--- config.mk ---
export PLATFORM = sky130hd
export DESIGN_NAME = wake_ready_ctrl
export DESIGN_NICKNAME = d
export VERILOG_FILES = /design/src/hdl/wake_ready_pkg.sv /design/src/hdl/edge_fall_detect.sv /design/src/hdl/wake_ready_ctrl.sv
export VERILOG_INCLUDE_DIRS = /design/src /design/src/hdl
export SDC_FILE = /design/constraint.sdc
export NUM_CORES = 1
export LEC_CHECK = 0
export ABC_CLOCK_PERIOD_IN_PS = 1600
export BUFFER_PORTS_ARGS = -buffer_cell sky130_fd_sc_hd__buf_2
export CORE_MARGIN = 5
export CORE_UTILIZATION = 45
export DETAILED_ROUTE_END_ITERATION = 8
export GPL_TIMING_DRIVEN = 0
export PLACE_DENSITY = 0.8
export SYNTH_ARGS = -nofsm -noshare
export SYNTH_HDL_FRONTEND = slang
export SYNTH_SLANG_ARGS = --single-unit
--- constraint.sdc ---
create_clock -name clk_sys_in -period 1.6 [get_ports clk_sys_in]
set_input_delay 0.08 -clock clk_sys_in [delete_from_list [all_inputs] [get_ports clk_sys_in]]
set_output_delay 0.08 -clock clk_sys_in [all_outputs]
set_load 0.02 [all_outputs]
--- src/hdl/wake_ready_params.svh ---
// Constants for the power-on wake-ready controller.
// Assumes the configuration flag word is loaded before reset release.
`ifndef WAKE_READY_PARAMS_SVH
`define WAKE_READY_PARAMS_SVH

`define FLAG_WIDTH          16
`define FLAG_SELF_POWERED   0
`define FLAG_PIN_SEL_BIT    12
`define FLAG_POLARITY_BIT   13
`define FLAG_OUT_TYPE_BIT   14
`define FLAG_INDICATION_BIT 15
`define FLAG_EVENT_HI       15
`define FLAG_EVENT_LO       12
`define FLAG_EVENT_ENABLE   4'h7
`define EVENT_PULSE_NS      1000
`define CLK_PERIOD_NS       50
`define EVENT_PULSE_CYCLES  ((`EVENT_PULSE_NS + `CLK_PERIOD_NS - 1) / `CLK_PERIOD_NS)
`define PULSE_CNT_WIDTH     8

`endif

--- src/hdl/wake_ready_pkg.sv ---
// Types for the power-on wake-ready controller.
// Assumes the params header is included by users of the constants.
package wake_ready_pkg;
    typedef enum logic [1:0] {
        ST_INIT  = 2'b00,
        ST_READY = 2'b01,
        ST_WAKE  = 2'b10,
        ST_NORM  = 2'b11
    } mode_t;
endpackage

--- src/hdl/edge_fall_detect.sv ---
// Falling-edge detector for an active-low synchronous level.
// Assumes the input is already synchronous to the clock.
`timescale 1ns/1ps
`default_nettype none
module edge_fall_detect (
    input  wire logic clk_sys_in,
    input  wire logic rstn_in,
    input  wire logic level_n_in,
    output logic      fall_out
);
    logic prev_n;

    always_ff @(posedge clk_sys_in or negedge rstn_in) begin
        if (!rstn_in) begin
            prev_n <= 1'b1;
        end else begin
            prev_n <= level_n_in;
        end
    end

    assign fall_out = prev_n & ~level_n_in;
endmodule // edge_fall_detect
`default_nettype wire

--- src/hdl/wake_ready_ctrl.sv ---
// Power-on wake-ready controller: standby, wake detection, power event pin.
// Assumes strap and flag inputs are stable at reset release and all inputs
// are synchronous to clk_sys_in.
`include "wake_ready_params.svh"
`timescale 1ns/1ps
`default_nettype none
module wake_ready_ctrl (
    input  wire logic                    clk_sys_in,
    input  wire logic                    rstn_in,
    input  wire logic                    strap_gpio1_in,
    input  wire logic [`FLAG_WIDTH-1:0]  flag_word_in,
    input  wire logic                    phy_mode_in,
    input  wire logic                    magic_packet_in,
    input  wire logic                    sec_link_up_in,
    input  wire logic                    ext_wake_in_n,
    output logic                         power_event_out,
    output logic                         wake_ready_out,
    output logic                         usb_xcvr_en_out,
    output logic                         usb_enum_start_out,
    output logic                         dp_oe_out,
    output logic                         dm_oe_out,
    output logic                         phy_en_out,
    output logic                         autoneg_en_out,
    output logic                         magic_det_en_out
);
    wake_ready_pkg::mode_t mode;
    wake_ready_pkg::mode_t next_mode;
    logic                  event_output_type;
    logic                  event_polarity;
    logic                  event_pin_select;
    logic                  event_indication_sel;
    logic                  wake_enable;
    logic                  ext_fall;
    logic                  link_prev;
    logic                  link_rise;
    logic                  wake_event;
    logic                  event_level;
    logic [`PULSE_CNT_WIDTH-1:0] pulse_cnt;

    edge_fall_detect u_ext_fall (
        .clk_sys_in (clk_sys_in),
        .rstn_in    (rstn_in),
        .level_n_in (ext_wake_in_n),
        .fall_out   (ext_fall)
    );

    // The flag word is captured in the first cycle after release, never in reset.
    always_ff @(posedge clk_sys_in or negedge rstn_in) begin
        if (!rstn_in) begin
            event_output_type    <= 1'b0;
            event_polarity       <= 1'b0;
            event_pin_select     <= 1'b0;
            event_indication_sel <= 1'b0;
            wake_enable          <= 1'b0;
        end else if (mode == wake_ready_pkg::ST_INIT) begin
            event_indication_sel <= flag_word_in[`FLAG_INDICATION_BIT];
            event_output_type    <= flag_word_in[`FLAG_OUT_TYPE_BIT];
            event_polarity       <= flag_word_in[`FLAG_POLARITY_BIT];
            event_pin_select     <= flag_word_in[`FLAG_PIN_SEL_BIT];
            wake_enable          <= strap_gpio1_in
                                    & flag_word_in[`FLAG_PIN_SEL_BIT];
        end
    end

    always_ff @(posedge clk_sys_in or negedge rstn_in) begin
        if (!rstn_in) begin
            link_prev <= 1'b0;
        end else begin
            link_prev <= sec_link_up_in;
        end
    end

    assign link_rise  = sec_link_up_in & ~link_prev;
    assign wake_event = magic_packet_in
                      | (phy_mode_in & link_rise)
                      | ext_fall;

    always_comb begin
        next_mode = mode;
        case (mode)
            wake_ready_pkg::ST_INIT: begin
                if (strap_gpio1_in && flag_word_in[`FLAG_PIN_SEL_BIT]) begin
                    next_mode = wake_ready_pkg::ST_READY;
                end else begin
                    next_mode = wake_ready_pkg::ST_NORM;
                end
            end
            wake_ready_pkg::ST_READY: begin
                if (wake_event) begin
                    next_mode = wake_ready_pkg::ST_WAKE;
                end
            end
            wake_ready_pkg::ST_WAKE: next_mode = wake_ready_pkg::ST_NORM;
            wake_ready_pkg::ST_NORM: next_mode = wake_ready_pkg::ST_NORM;
            default:                 next_mode = wake_ready_pkg::ST_INIT;
        endcase
    end

    always_ff @(posedge clk_sys_in or negedge rstn_in) begin
        if (!rstn_in) begin
            mode <= wake_ready_pkg::ST_INIT;
        end else begin
            mode <= next_mode;
        end
    end

    // Static type latches the event until the next reset; pulse type times out.
    always_ff @(posedge clk_sys_in or negedge rstn_in) begin
        if (!rstn_in) begin
            event_level <= 1'b0;
            pulse_cnt   <= '0;
        end else if (mode == wake_ready_pkg::ST_READY && wake_event) begin
            event_level <= 1'b1;
            pulse_cnt   <= `PULSE_CNT_WIDTH'(`EVENT_PULSE_CYCLES);
        end else if (!event_output_type && pulse_cnt != '0) begin
            pulse_cnt <= pulse_cnt - 1'b1;
            if (pulse_cnt == `PULSE_CNT_WIDTH'(1)) begin
                event_level <= 1'b0;
            end
        end
    end

    // The pin is active high whenever wake-ready was enabled at release.
    assign power_event_out    = event_level;
    assign wake_ready_out     = (mode == wake_ready_pkg::ST_READY);
    assign usb_xcvr_en_out    = (mode == wake_ready_pkg::ST_NORM);
    assign usb_enum_start_out = (mode == wake_ready_pkg::ST_NORM);
    assign dp_oe_out          = 1'b0;
    assign dm_oe_out          = 1'b0;
    assign phy_en_out         = 1'b1;
    assign autoneg_en_out     = 1'b1;
    assign magic_det_en_out   = wake_ready_out | usb_xcvr_en_out;
endmodule // wake_ready_ctrl
`default_nettype wire

* After elaboration in Yosys (flattened, before gate mapping)
Index checks and enable logic that the tools add are counted.
** Cells by class
- Add/sub/neg operators :: 1
- Reductions and logical operators :: 10
- Bitwise gates (word level) :: 8
- Multiplexer cells :: 8
- Equality and inequality tests :: 5
** Operators with widths (count)
- $mux W8 :: 2
- $eq A8 B1 Y1 const B :: 1
- $reduce_bool A8 Y1 :: 1
- $sub A8 B1 Y8 const B :: 1
- $pmux W2 S3 :: 1
- $eq A2 B2 Y1 const B :: 2
- $mux W2 :: 2
- $reduce_bool A2 Y1 :: 2
- $and A1 B1 Y1 :: 3
- $logic_and A1 B1 Y1 :: 3
- $mux W1 :: 3
- $or A1 B1 Y1 :: 3
- $eq A2 B1 Y1 const B :: 1
- $logic_not A2 Y1 :: 1
- $ne A2 B1 Y1 const B :: 1
- $not A1 Y1 :: 2
- $reduce_and A2 Y1 :: 1
- $reduce_or A2 Y1 :: 1
- $logic_not A1 Y1 :: 1
** Storage, ports and cells
- Output and inout bits :: 9
- Bits of input ports :: 23
- Register bits :: 14

* Depth between registers and ports, before layout
Gate-level depths: netlist (run 1).
- Depth in word-level cells :: 8
- Gate-level depth with buffers :: 6
- Mapped depth without buffers :: 6

* Cells and area by module
Synthesis (run 1) repeated with hierarchy kept, for this count alone.
** Second synthesis, totals
- Cell total of the unflattened synthesis :: 77
- Area, all modules :: 777.0 sq um
** By module, submodules not included
- wake_ready_ctrl :: seq. area each 325.3 sq um, times used 1, area an instance 737.0 sq um, cells an instance 75
- edge_fall_detect :: seq. area each 26.3 sq um, times used 1, area an instance 40.0 sq um, cells an instance 2

* Worst setup path before layout (run 1)
OpenSTA, ideal clock, no wires.
- Path kind :: reg2reg
- From :: register pulse_cnt[0]
- To :: register pulse_cnt[1]
- Period minus slack after synthesis :: 1.461 ns
- Arrival :: 1.367 ns
- Required time :: 1.506 ns
- Slack :: 0.139 ns
- Cell stages (with the launch flop) :: 7
- Path through :: dfrtp_1 -> inv_1 -> ha_1 -> nor2b_1 -> a31oi_1 -> nor2_1 -> a211oi_1
** Between the ends
- Longest elaborated chain between the ends :: 3
** Ends and longest elaborated chain
- start: declaration :: line wake_ready_ctrl.sv:38 : logic [`PULSE_CNT_WIDTH-1:0] pulse_cnt;
- start signal: assignment :: line wake_ready_ctrl.sv:114 : pulse_cnt <= `PULSE_CNT_WIDTH'(`EVENT_PULSE_CYCLES);
- start signal: assignment :: line wake_ready_ctrl.sv:116 : pulse_cnt <= pulse_cnt - 1'b1;
- $sub A8 B1 Y8 or $reduce_bool A8 Y1 (tied branches) :: line wake_ready_ctrl.sv:116, wake_ready_ctrl.sv:115
- $mux W8 or $logic_and A1 B1 Y1 (tied branches) :: line wake_ready_ctrl.sv:115 : end else if (!event_output_type && pulse_cnt != '0) begin
- $mux W8 or $reduce_bool A2 Y1 (tied branches)
Parallel ways exist; a longest one is shown, timed or not. The select of a mux whose other input is x is not followed.
A chain may end at the register's enable or synchronous reset.

* Worst setup path in the final report (run 1)
Ends and elaborated chain as after synthesis.

==> results of run 1 <==
-- sequential cells by signal (all words and copies together), names as in the netlist --
signal / flops
link_prev: 1
pulse_cnt: 8
u_ext_fall.prev_n: 1
event_output_type: 1
power_event_out: 1
mode: 2
-- final cells by class --
| cell class | count | area share, % |
|---|---|---|
| tap | 16 | 2.11 |
| buffer | 7 | 4.89 |
| inverter | 4 | 1.59 |
| sequential | 14 | 37.3 |
| timing repair buffer | 16 | 10.0 |
| multi-input combinational | 56 | 40.3 |
| clock buffer | 4 | 3.83 |
-- timing repair --
item / in CTS / in global routing
hold buffers: 3 / 0
endpoints found under the hold margin: 16 / 0
gates resized for setup: 1 / 5
pin swaps: 0 / 0
setup endpoints to repair: 2 / 4
-- power groups by stage --
stage                     registers [W]  clock network, W  logic [W]
final                          0.000614          0.000245   0.000492
after global routing           0.000629          0.000274   0.000552
after CTS                      0.000593          0.000255   0.000471
after detailed placement       0.000601                 0   0.000453
after global placement         0.000598                 0   0.000444
after floorplan                0.000580                 0   0.000368
-- path summary, 6_finish.rpt --
check | start | endpoint | slack (ns) | cells after the start
max | pulse_cnt[0]$_DFFE_PN0P_ | pulse_cnt[1]$_DFFE_PN0P_ | 0.12 | 6
max reg2reg | pulse_cnt[0]$_DFFE_PN0P_ | pulse_cnt[1]$_DFFE_PN0P_ | 0.12 | 6
min | flag_word_in[14] | event_output_type$_DFFE_PN0N_ | 0.04 | 2
min in group asynchronous | rstn_in | pulse_cnt[7]$_DFFE_PN0P_ | 0.24 | 2
min reg2reg | power_event_out$_DFFE_PN0P_ | power_event_out$_DFFE_PN0P_ | 0.47 | 1
max in group asynchronous | rstn_in | u_ext_fall.prev_n$_DFF_PN1_ | 1.08 | 2
-- synth_stat cells (2+ instances only) --
| master | instances | area share [%] |
|---|---|---|
| a21oi_1 | 3 | 2.0 |
| buf_4 | 5 | 4.9 |
| conb_1 | 2 | 0.99 |
| dfrtp_1 | 13 | 43 |
| ha_1 | 3 | 4.9 |
| inv_1 | 4 | 2.0 |
| nand2_1 | 4 | 2.0 |
| nand2b_1 | 2 | 1.6 |
| nor2_1 | 10 | 4.9 |
| nor2b_1 | 4 | 3.3 |
| nor3_1 | 4 | 2.6 |
| o211ai_1 | 2 | 2.0 |
| or3_1 | 2 | 1.6 |
| xor2_1 | 3 | 3.5 |
-- per-stage QoR --
| stage | total power (W) | hold slack, ns |
|---|---|---|
| after floorplan | 0.000948 | -0.216 |
| after global placement | 0.00104 | -0.00945 |
| after detailed placement | 0.00105 | -0.0122 |
| after CTS | 0.00132 | 0.0330 |
| after global routing | 0.00146 | 0.0319 |
| final | 0.00135 | 0.0367 |
-- worst register-to-register path: cells and delay by family (launching register included) --
kind / cells / cell delay [ns]
buffers and inverters: 1 / 0.09
adders and majority gates: 1 / 0.23
and+or+nand+nor: 2 / 0.25
DFF: 1 / 0.43
AOI/OAI and AO/OA: 2 / 0.40
-- routing by layer --
| metal | share of wire [%] | wire length, um | up-vias |
|---|---|---|---|
| li1 | - | - | 303 |
| met1 | 46 | 638 | 267 |
| met2 | 47 | 659 | 12 |
| met3 | 6.5 | 91 | 2 |
| met4 | 0.71 | 10 | 0 |
| met5 | 0 | 0 | - |
-- cells by family (layout without fill, tap and decap cells) --
family | Yosys count | count (layout) | synth area share [%]
xor+xnor | 4 | 4 | 4.61
simple gates | 32 | 32 | 21.9
mux | 1 | 1 | 1.48
compound gates | 12 | 12 | 11.7
flops | 14 | 14 | 46.3
other cells | 2 | 4 | 0.989
fa+ha+maj | 3 | 3 | 4.94
buf+inv | 11 | 31 | 8.07
-- cells in the final DEF, fill, tap and decap left out, types with 2 or more instances in the layout --
master	instances
conb_1	4
nand2_1	4
buf_4	5
nor2_1	10
xor2_1	3
dlygate4sd3_1	3
or3_1	2
nor3_2	2
dfrtp_1	12
inv_1	4
nor3_1	2
ha_1	3
a21oi_1	3
o211ai_1	2
nand2b_1	2
nor2b_1	3
clkbuf_4	3
buf_2	14
==> results.json, run 1 <==
{
  "fin_util_pct": 60.8,
  "grt-ovfl-total": 0,
  "top_usage_layer": "met2",
  "synth_edf_count": 0,
  "drtIter0Drc": 9,
  "p_sw_w": 0.000518,
  "ys_warn_count": 0,
  "avgSynthCellArea_um2": 9.61,
  "cts.sink_count": 14,
  "switching_share_pct": 38.3,
  "synth_cells": 79,
  "io_buffer_count": 13,
  "multiInputGateArea_um2": 382,
  "grtUsageMet3_pct": 3.78,
  "fin_cells": 117,
  "place_area_um2": 852,
  "initial_core_util_pct": 48.7,
  "hold_viol": 0,
  "period_needed_ns": 1.48,
  "grtUsageMet2_pct": 19.1,
  "diodes": 0,
  "worst_slack_ns": 0.116,
  "post-place-ws_ns": -0.0482,
  "dieWidth_um": 51.1,
  "max_stage_delay_ns": 0.43,
  "cts.root.buffer_cell": "clkbuf_4",
  "crit_slowest_cell": "dfrtp_2",
  "power.density_mw_per_mm2": 1430,
  "ioPinCount": 32,
  "cp-end-kind": "register",
  "nets": 128,
  "status": "completed",
  "drt-vias-per-instance": 4.99,
  "cts_made_buffers": 3,
  "max_freq_ghz": 0.674,
  "syn_to_final_growth_pct": 24.7,
  "worstPathCellList": "inv_1 -> ha_1 -> nor2b_2 -> a31oi_4 -> nor2_1 -> a211oi_1",
  "grt_pass1_vias": 556,
  "synth.distinct_cells": 32,
  "synth_ff_type": "dfrtp_1",
  "path_buf_inv": 1,
  "rsz0062_at_grt": "no",
  "seq_power_share_pct": 45.5,
  "synth_seq_area_share_pct": 46.3,
  "gp_congestion": 0.840,
  "power.internal_w": 0.000833,
  "fin_crit_sh_pct": 92.8,
  "tns_ns": 0,
  "vdd_drop_max_mv": 0.686,
  "maxSlewViolCount": 0,
  "pwr-share-clk_pct": 18.1,
  "ctsLongestPathBuffers": 2,
  "fin_area_um2": 947,
  "start_kind": "register",
  "die_h_um": 51.1,
  "finalSetupViolations": 0,
  "grt_pass1_wl_mm": 2.41,
  "hp-class": "in2reg",
  "core_area_mm2": 0.00156,
  "regArea_um2": 353,
  "grt_start_max_net_pins": 15,
  "clock_insertion_delay_worst_skew_ns": 0.27,
  "drc": 0,
  "num_vias": 584,
  "htree_levels": 1,
  "critical_path_class": "reg2reg",
  "grt_use_met1_pct": 15.5,
  "drv_cap": 0,
  "globalRouteTotalUtil_pct": 12.4,
  "worstPathRequired_ns": 1.78,
  "ant_nets": 0,
  "synthArstFlopShare_pct": 100,
  "crit_path_max_fanout": 6,
  "post_cts_buffers": 0,
  "core.rowCount": 14,
  "place_hpwl_mm": 1.03,
  "antenna_found_initial": 0,
  "wirelength_mm": 1.40,
  "syn_area_um2": 759,
  "num-fill-cells": 120,
  "post-place-cells": 110,
  "wire_per_inst_um": 12.0,
  "clk_pin_slew_worst_paths_ns": 0.08,
  "cts_tree": "built",
  "finClkSkew_ns": 0.000368,
  "drive_gt1_share_pct": 32.7,
  "cp_top_family": "flip-flops",
  "pwr-share-comb_pct": 36.4,
  "power.leakage_nw": 0.421,
  "ys_ff_latch": 14,
  "cp.arrival_ns": 1.67,
  "die-area_mm2": 0.00261,
  "drt-pass1-iter-count": 4
}
Note: power is estimated with default switching activity, not from simulation.
==> run 2, diff against run 1 <==
- CORE_ASPECT_RATIO: unset -> 1.25
==> run 2 against run 1 <==
  * Count of clock-buffer cells in the layout unchanged
  * Critical path depth down 1
  * Power up 5.7%
  * Fmax down 0.72%
  * Core utilization up 0.40 points
  * Via count up 7.7%
  * Combinational power up 13%
  * Die area up 0.20%
  * Wire length up 14%
  * First-iteration DRC count down 44%
==> results.json, run 2 (same netlist as run 1, synthesis figures left out) <==
{
  "period_needed_ns": 1.49,
  "globalRouteTotalUtil_pct": 13.8,
  "r2r_setup_slack_ns": 0.11,
  "diodes": 0,
  "drt-pass1-iter-count": 4,
  "regMostFlops": "pulse_cnt",
  "hp-class": "in2reg",
  "clock_insertion_delay_worst_skew_ns": 0.29,
  "initial_core_util_pct": 48.0,
  "grt_start_max_net_pins": 15,
  "tns_ns": 0,
  "power.density_mw_per_mm2": 1480,
  "drt-vias-per-instance": 5.24,
  "ioPinCount": 32,
  "cts_made_buffers": 3,
  "maxSlewViolCount": 0,
  "vdd_drop_max_mv": 0.888,
  "antenna_found_initial": 0,
  "largest_reg_flops": 8,
  "clk_pin_slew_worst_paths_ns": 0.08,
  "status": "completed",
  "die-area_mm2": 0.00261,
  "rsz0062_at_grt": "no",
  "dieWidth_um": 46.7,
  "core.rowCount": 16,
  "place_hpwl_mm": 1.11,
  "worst_slack_ns": 0.105,
  "post-place-ws_ns": -0.0990,
  "worstPathCellList": "buf_4 -> or4_4 -> a211oi_2 -> a21oi_1 -> nor2_1",
  "start_kind": "register",
  "nets": 129,
  "worstPathRequired_ns": 1.82,
  "drc": 0,
  "fin_crit_sh_pct": 93.4,
  "drv_cap": 0,
  "finClkSkew_ns": 0.00104,
  "wl_met3_um": 122,
  "io_buffer_count": 13,
  "finalSetupViolations": 0,
  "cts.sink_count": 14,
  "cp-end-kind": "register",
  "startpoint": "pulse_cnt[1]$_DFFE_PN0P_",
  "crit_slowest_cell": "or4_4",
  "htree_levels": 1,
  "syn_to_final_growth_pct": 27.3,
  "grt-ovfl-total": 0,
  "wire_per_inst_um": 13.3,
  "cp.arrival_ns": 1.72,
  "max_freq_ghz": 0.669,
  "core_area_mm2": 0.00158,
  "cts_tree": "built",
  "drive_gt1_share_pct": 34.3,
  "gp_congestion": 0.780,
  "grt_pass1_wl_mm": 2.60,
  "crit_path_max_fanout": 4,
  "ctsLongestPathBuffers": 2,
  "ant_nets": 0,
  "drtIter0Drc": 5,
  "max_stage_delay_ns": 0.54,
  "die_h_um": 55.9,
  "highest_layer": "met4",
  "wl_met1_um": 605,
  "reg2reg_from": "pulse_cnt[1]$_DFFE_PN0P_",
  "wirelength_mm": 1.59,
  "r2r-end": "pulse_cnt[3]$_DFFE_PN0P_",
  "hp-start": "flag_word_in[14]",
  "final_cell_mix": "14 x buf_2, 12 x dfrtp_1, 10 x nor2_1, 6 x buf_4",
  "crit_path_end": "pulse_cnt[3]$_DFFE_PN0P_",
  "critical_path_class": "reg2reg",
  "grt_pass1_vias": 618,
  "wl_met2_um": 817,
  "hold_viol": 0,
  "power.leakage_nw": 0.430,
  "min_path_cells": 2,
  "top_regs": "pulse_cnt: 8 flops, mode: 2 flops",
  "cts.root.buffer_cell": "clkbuf_4",
  "num_vias": 629,
  "rr_worst_depth": 5,
  "layout_commonest_cell": "buf_2"
}
==> run 2: power breakdown <==
group	total, W	switching [W]	internal (W)
combinational	0.000554	0.000292	0.000262
sequential	0.000616	0.000148	0.000468
clock	0.000257	0.000118	0.000139
==> run 2: worst min path at each step <==
stage | endpoint | slack (ns)
after detailed placement | link_prev$_DFF_PN0_ | -0.01
after global routing | event_output_type$_DFFE_PN0N_ | 0.03
after CTS | event_output_type$_DFFE_PN0N_ | 0.03
after floorplan | event_output_type$_DFFE_PN0N_ | -0.22
after global placement | link_prev$_DFF_PN0_ | -0.01
final | event_output_type$_DFFE_PN0N_ | 0.02
==> run 2: final cells by class <==
class | instances | area [um2]
Buffer | 7 | 46.3
Clock buffer | 4 | 36.3
Fill cell | 124 | 614
Inverter | 4 | 15.0
Multi-Input combinational cell | 56 | 392
Sequential cell | 14 | 353
Tap cell | 18 | 22.5
Timing Repair Buffer | 17 | 103
==> run 2: critical path: cells and delay by family (launching register included) <==
kind                   cells  cell delay [ns]
AND/OR/NAND/NOR            2             0.63
flip-flops                 1             0.40
AO/OA/AOI/OAI              2             0.26
buffers and inverters      1             0.15
==> run 2: metrics by stage <==
stage / utilization, % / cells / cell area, um2 / power [W] / hold WS, ns
3_3_place_gp: 54.0 / 112 / 855 / 0.00104 / -0.0146
3_5_place_dp: 54.0 / 112 / 855 / 0.00107 / -0.0130
5_1_grt: 61.2 / 120 / 967 / 0.00154 / 0.0253
4_1_cts: 59.3 / 120 / 938 / 0.00137 / 0.0271
2_1_floorplan: - / 81 / 767 / 0.000948 / -0.216
6_report: 61.2 / 120 / 967 / 0.00143 / 0.0214
==> run 2: repair_timing <==
item / 4_1_cts / 5_1_grt
endpoints found under the hold margin: 16 / 0
cloned: 0 / 0
buffers inserted: 1 / 0
endpoints found under the setup margin: 2 / 3
hold buffers: 3 / 0
gates resized for setup: 3 / 5
==> run 2: layer usage <==
metal | global-route usage [%] | vias up
met3 | 3.88 | 4
met2 | 21.5 | 18
li1 | - | 309
met1 | 15.6 | 298
met5 | 0 | -
met4 | 9.09 | 0
==> run 3, diff against run 2 <==
- ABC_AREA: unset -> 1
- PLACE_DENSITY: 0.8 -> 0.78
==> run 3 against run 2 <==
  * Die area grew 10%
  * First-iteration DRC count grew 100%
  * Worst hold slack gained 0.050 ns
  * Synthesized cell count up 33%
  * Sequential cell count unchanged
  * Combinational power increased by 13%
  * Clock skew increased by 0.0019 ns
  * Clock power barely moved
  * Non-clock buffer count did not move
  * Via count grew 19%
  * Sequential share of layout area fell by 2.4 points
  * Final area up 6.6%
  * Critical path type unchanged
==> results.json, run 3 <==
{
  "status": "completed",
  "synth_top_family_by_area": "simple AND/OR/NAND/NOR gates",
  "synth.distinct_cells": 23,
  "synth_top_area_cell": "dfrtp_1",
  "path_buf_inv": 1,
  "period_needed_ns": 1.49,
  "cts_tree": "built",
  "worstPathRequired_ns": 1.78,
  "synth_mux_area_share_pct": 0,
  "cp.arrival_ns": 1.67,
  "grt_pass1_vias": 755,
  "critical_path_class": "reg2reg",
  "fin_area_mm2": 0.00103,
  "syn_to_final_growth_pct": 20.1,
  "ioPinCount": 32,
  "multiInputGateArea_um2": 419,
  "die_h_um": 58.8,
  "grt_pass1_wl_mm": 3.11,
  "cts_made_buffers": 3,
  "power.density_mw_per_mm2": 1410,
  "final_cell_mix": "20 x nand2_1, 14 x nand3_1, 14 x buf_2, 13 x inv_1, 13 x dfrtp_1",
  "worst_slack_ns": 0.109,
  "max_stage_delay_ns": 0.40,
  "num-fill-cells": 174,
  "dieWidth_um": 49.1,
  "initial_core_util_pct": 48.0,
  "rsz0062_at_grt": "no",
  "diodes": 0,
  "synth_ff_type": "dfrtp_1",
  "wirelength_mm": 1.74,
  "globalRouteTotalUtil_pct": 13.6,
  "grt_start_max_net_pins": 15,
  "cts.root.buffer_cell": "clkbuf_4",
  "drive_gt1_share_pct": 27.3,
  "largest_reg_flops": 8,
  "antenna_found_initial": 0,
  "drt-pass1-iter-count": 4,
  "start_kind": "register",
  "cp_top_family": "flip-flops",
  "die-area_mm2": 0.00289,
  "ctsLongestPathBuffers": 2,
  "regArea_um2": 352,
  "vdd_drop_max_mv": 1.09,
  "core.rowCount": 17,
  "hold_viol": 0,
  "ys_warn_count": 0,
  "cts_resized": 0,
  "io_buffer_count": 13,
  "synth_cells": 105,
  "syn_area_um2": 858,
  "netlist.area_leader.share_pct": 37.9,
  "gp_congestion": 0.838,
  "synth_edf_count": 0,
  "synth_compound_area_share_pct": 7.43,
  "layout_commonest_cell": "nand2_1",
  "cp-end-kind": "register",
  "num_vias": 747,
  "synthArstFlopShare_pct": 100,
  "drtIter0Drc": 10,
  "post-place-ws_ns": 0.110,
  "place_area_um2": 955,
  "synthTopCellsByCount": "20 x nand2_1, 14 x nand3_1, 13 x dfrtp_1, 13 x inv_1, 8 x nor2_1",
  "tns_ns": 0,
  "synthXorXnorAreaFrac_pct": 1.02,
  "max_freq_ghz": 0.671,
  "total_power_w": 0.00146,
  "crit_path_max_fanout": 8,
  "grt-ovfl-total": 0,
  "maxSlewViolCount": 0,
  "cts.sink_count": 14,
  "synth.most_common_cell": "nand2_1",
  "synthTopCellsByArea": "dfrtp_1 38%, nand2_1 8.7%, nand3_1 8.2%, inv_1 5.7%, buf_4 4.4%",
  "hp-class": "in2reg",
  "core_area_mm2": 0.00179,
  "nets": 155,
  "finalSetupViolations": 0,
  "post_cts_buffers": 0,
  "finClkSkew_ns": 0.00298,
  "fin_crit_sh_pct": 93.2,
  "clk_pin_slew_worst_paths_ns": 0.09,
  "clock_insertion_delay_worst_skew_ns": 0.29,
  "ant_nets": 0,
  "regMostFlops": "pulse_cnt",
  "wire_per_inst_um": 11.9,
  "ys_ff_latch": 14,
  "synth_seq_area_share_pct": 41.0,
  "worstPathCellList": "inv_1 -> ha_1 -> nand2_4 -> o21ai_4 -> nand2_4 -> nand2_1 -> nand2_1",
  "drv_cap": 0,
  "place_hpwl_mm": 1.23,
  "synth_adder_area_share_pct": 4.37,
  "drt-vias-per-instance": 5.08,
  "htree_levels": 1,
  "top_regs": "pulse_cnt: 8 flops, mode: 2 flops",
  "crit_slowest_cell": "dfrtp_1",
  "synth_simple_gate_area_share_pct": 34.3,
  "avgSynthCellArea_um2": 8.17,
  "drc": 0,
  "power.leakage_nw": 0.521
}
## run 3: final timing paths
check / start / to / slack, ns / cells past startpoint
min in group asynchronous: rstn_in / event_output_type$_DFFE_PN0N_ / 0.22 / 2
worst min-delay path: flag_word_in[12] / mode[1]$_DFFE_PN0P_ / 0.07 / 4
max in group asynchronous: rstn_in / u_ext_fall.prev_n$_DFF_PN1_ / 1.09 / 2
worst max-delay path: pulse_cnt[0]$_DFFE_PN0P_ / pulse_cnt[4]$_DFFE_PN0P_ / 0.11 / 7
worst min register to register: power_event_out$_DFFE_PN0P_ / power_event_out$_DFFE_PN0P_ / 0.51 / 2
worst max register to register: pulse_cnt[0]$_DFFE_PN0P_ / pulse_cnt[4]$_DFFE_PN0P_ / 0.11 / 7
## run 3: final cells by class
| cell class | instances | share of cell area, % |
|---|---|---|
| timing repair buffer | 17 | 10.2 |
| buffer | 7 | 4.49 |
| clock buffer | 4 | 3.52 |
| tap | 19 | 2.31 |
| sequential | 14 | 34.1 |
| multi-input combinational | 73 | 40.7 |
| inverter | 13 | 4.73 |
## run 3: repair_timing
item,4_1_cts,5_1_grt
setup endpoints to repair,0,1
hold buffers,4,0
endpoints found under the hold margin,17,0
## run 3: per-stage QoR
| step | cells | hold slack (ns) | util, % |
|---|---|---|---|
| after floorplan | 107 | -0.216 | - |
| after CTS | 147 | 0.0623 | 57.7 |
| final | 147 | 0.0711 | 57.7 |
| after global routing | 147 | 0.0827 | 57.7 |
| after global placement | 139 | -0.0114 | 53.4 |
| after detailed placement | 139 | -0.00703 | 53.4 |
## run 3: logic make-up after synthesis
kind of cell	count (synthesis)
AND/OR/NAND/NOR	57
other	2
XOR/XNOR	1
flip-flops	14
buffers and inverters	20
adder cells (fa/ha/maj)	3
AO/OA/AOI/OAI	8
## run 3: worst register-to-register path: cells and delay by family (launching register included)
kind / cells / cell delay [ns]
and+or+nand+nor: 4 / 0.30
buffers and inverters: 1 / 0.19
AOI/OAI and AO/OA: 1 / 0.27
adders and majority gates: 1 / 0.23
DFF: 1 / 0.40
## run 3: per-layer routing
metal	part of all wire (%)	GRT usage, %	vias up
met5	0	0	-
met2	51	24.3	20
met4	0.80	2.31	0
met1	40	14.1	350
met3	7.8	7.09	5
li1	-	-	372
## run 3: power breakdown
part / switching (W) / internal (W)
combinational: 0.000387 / 0.000240
sequential: 0.000114 / 0.000456
clock: 0.000120 / 0.000139
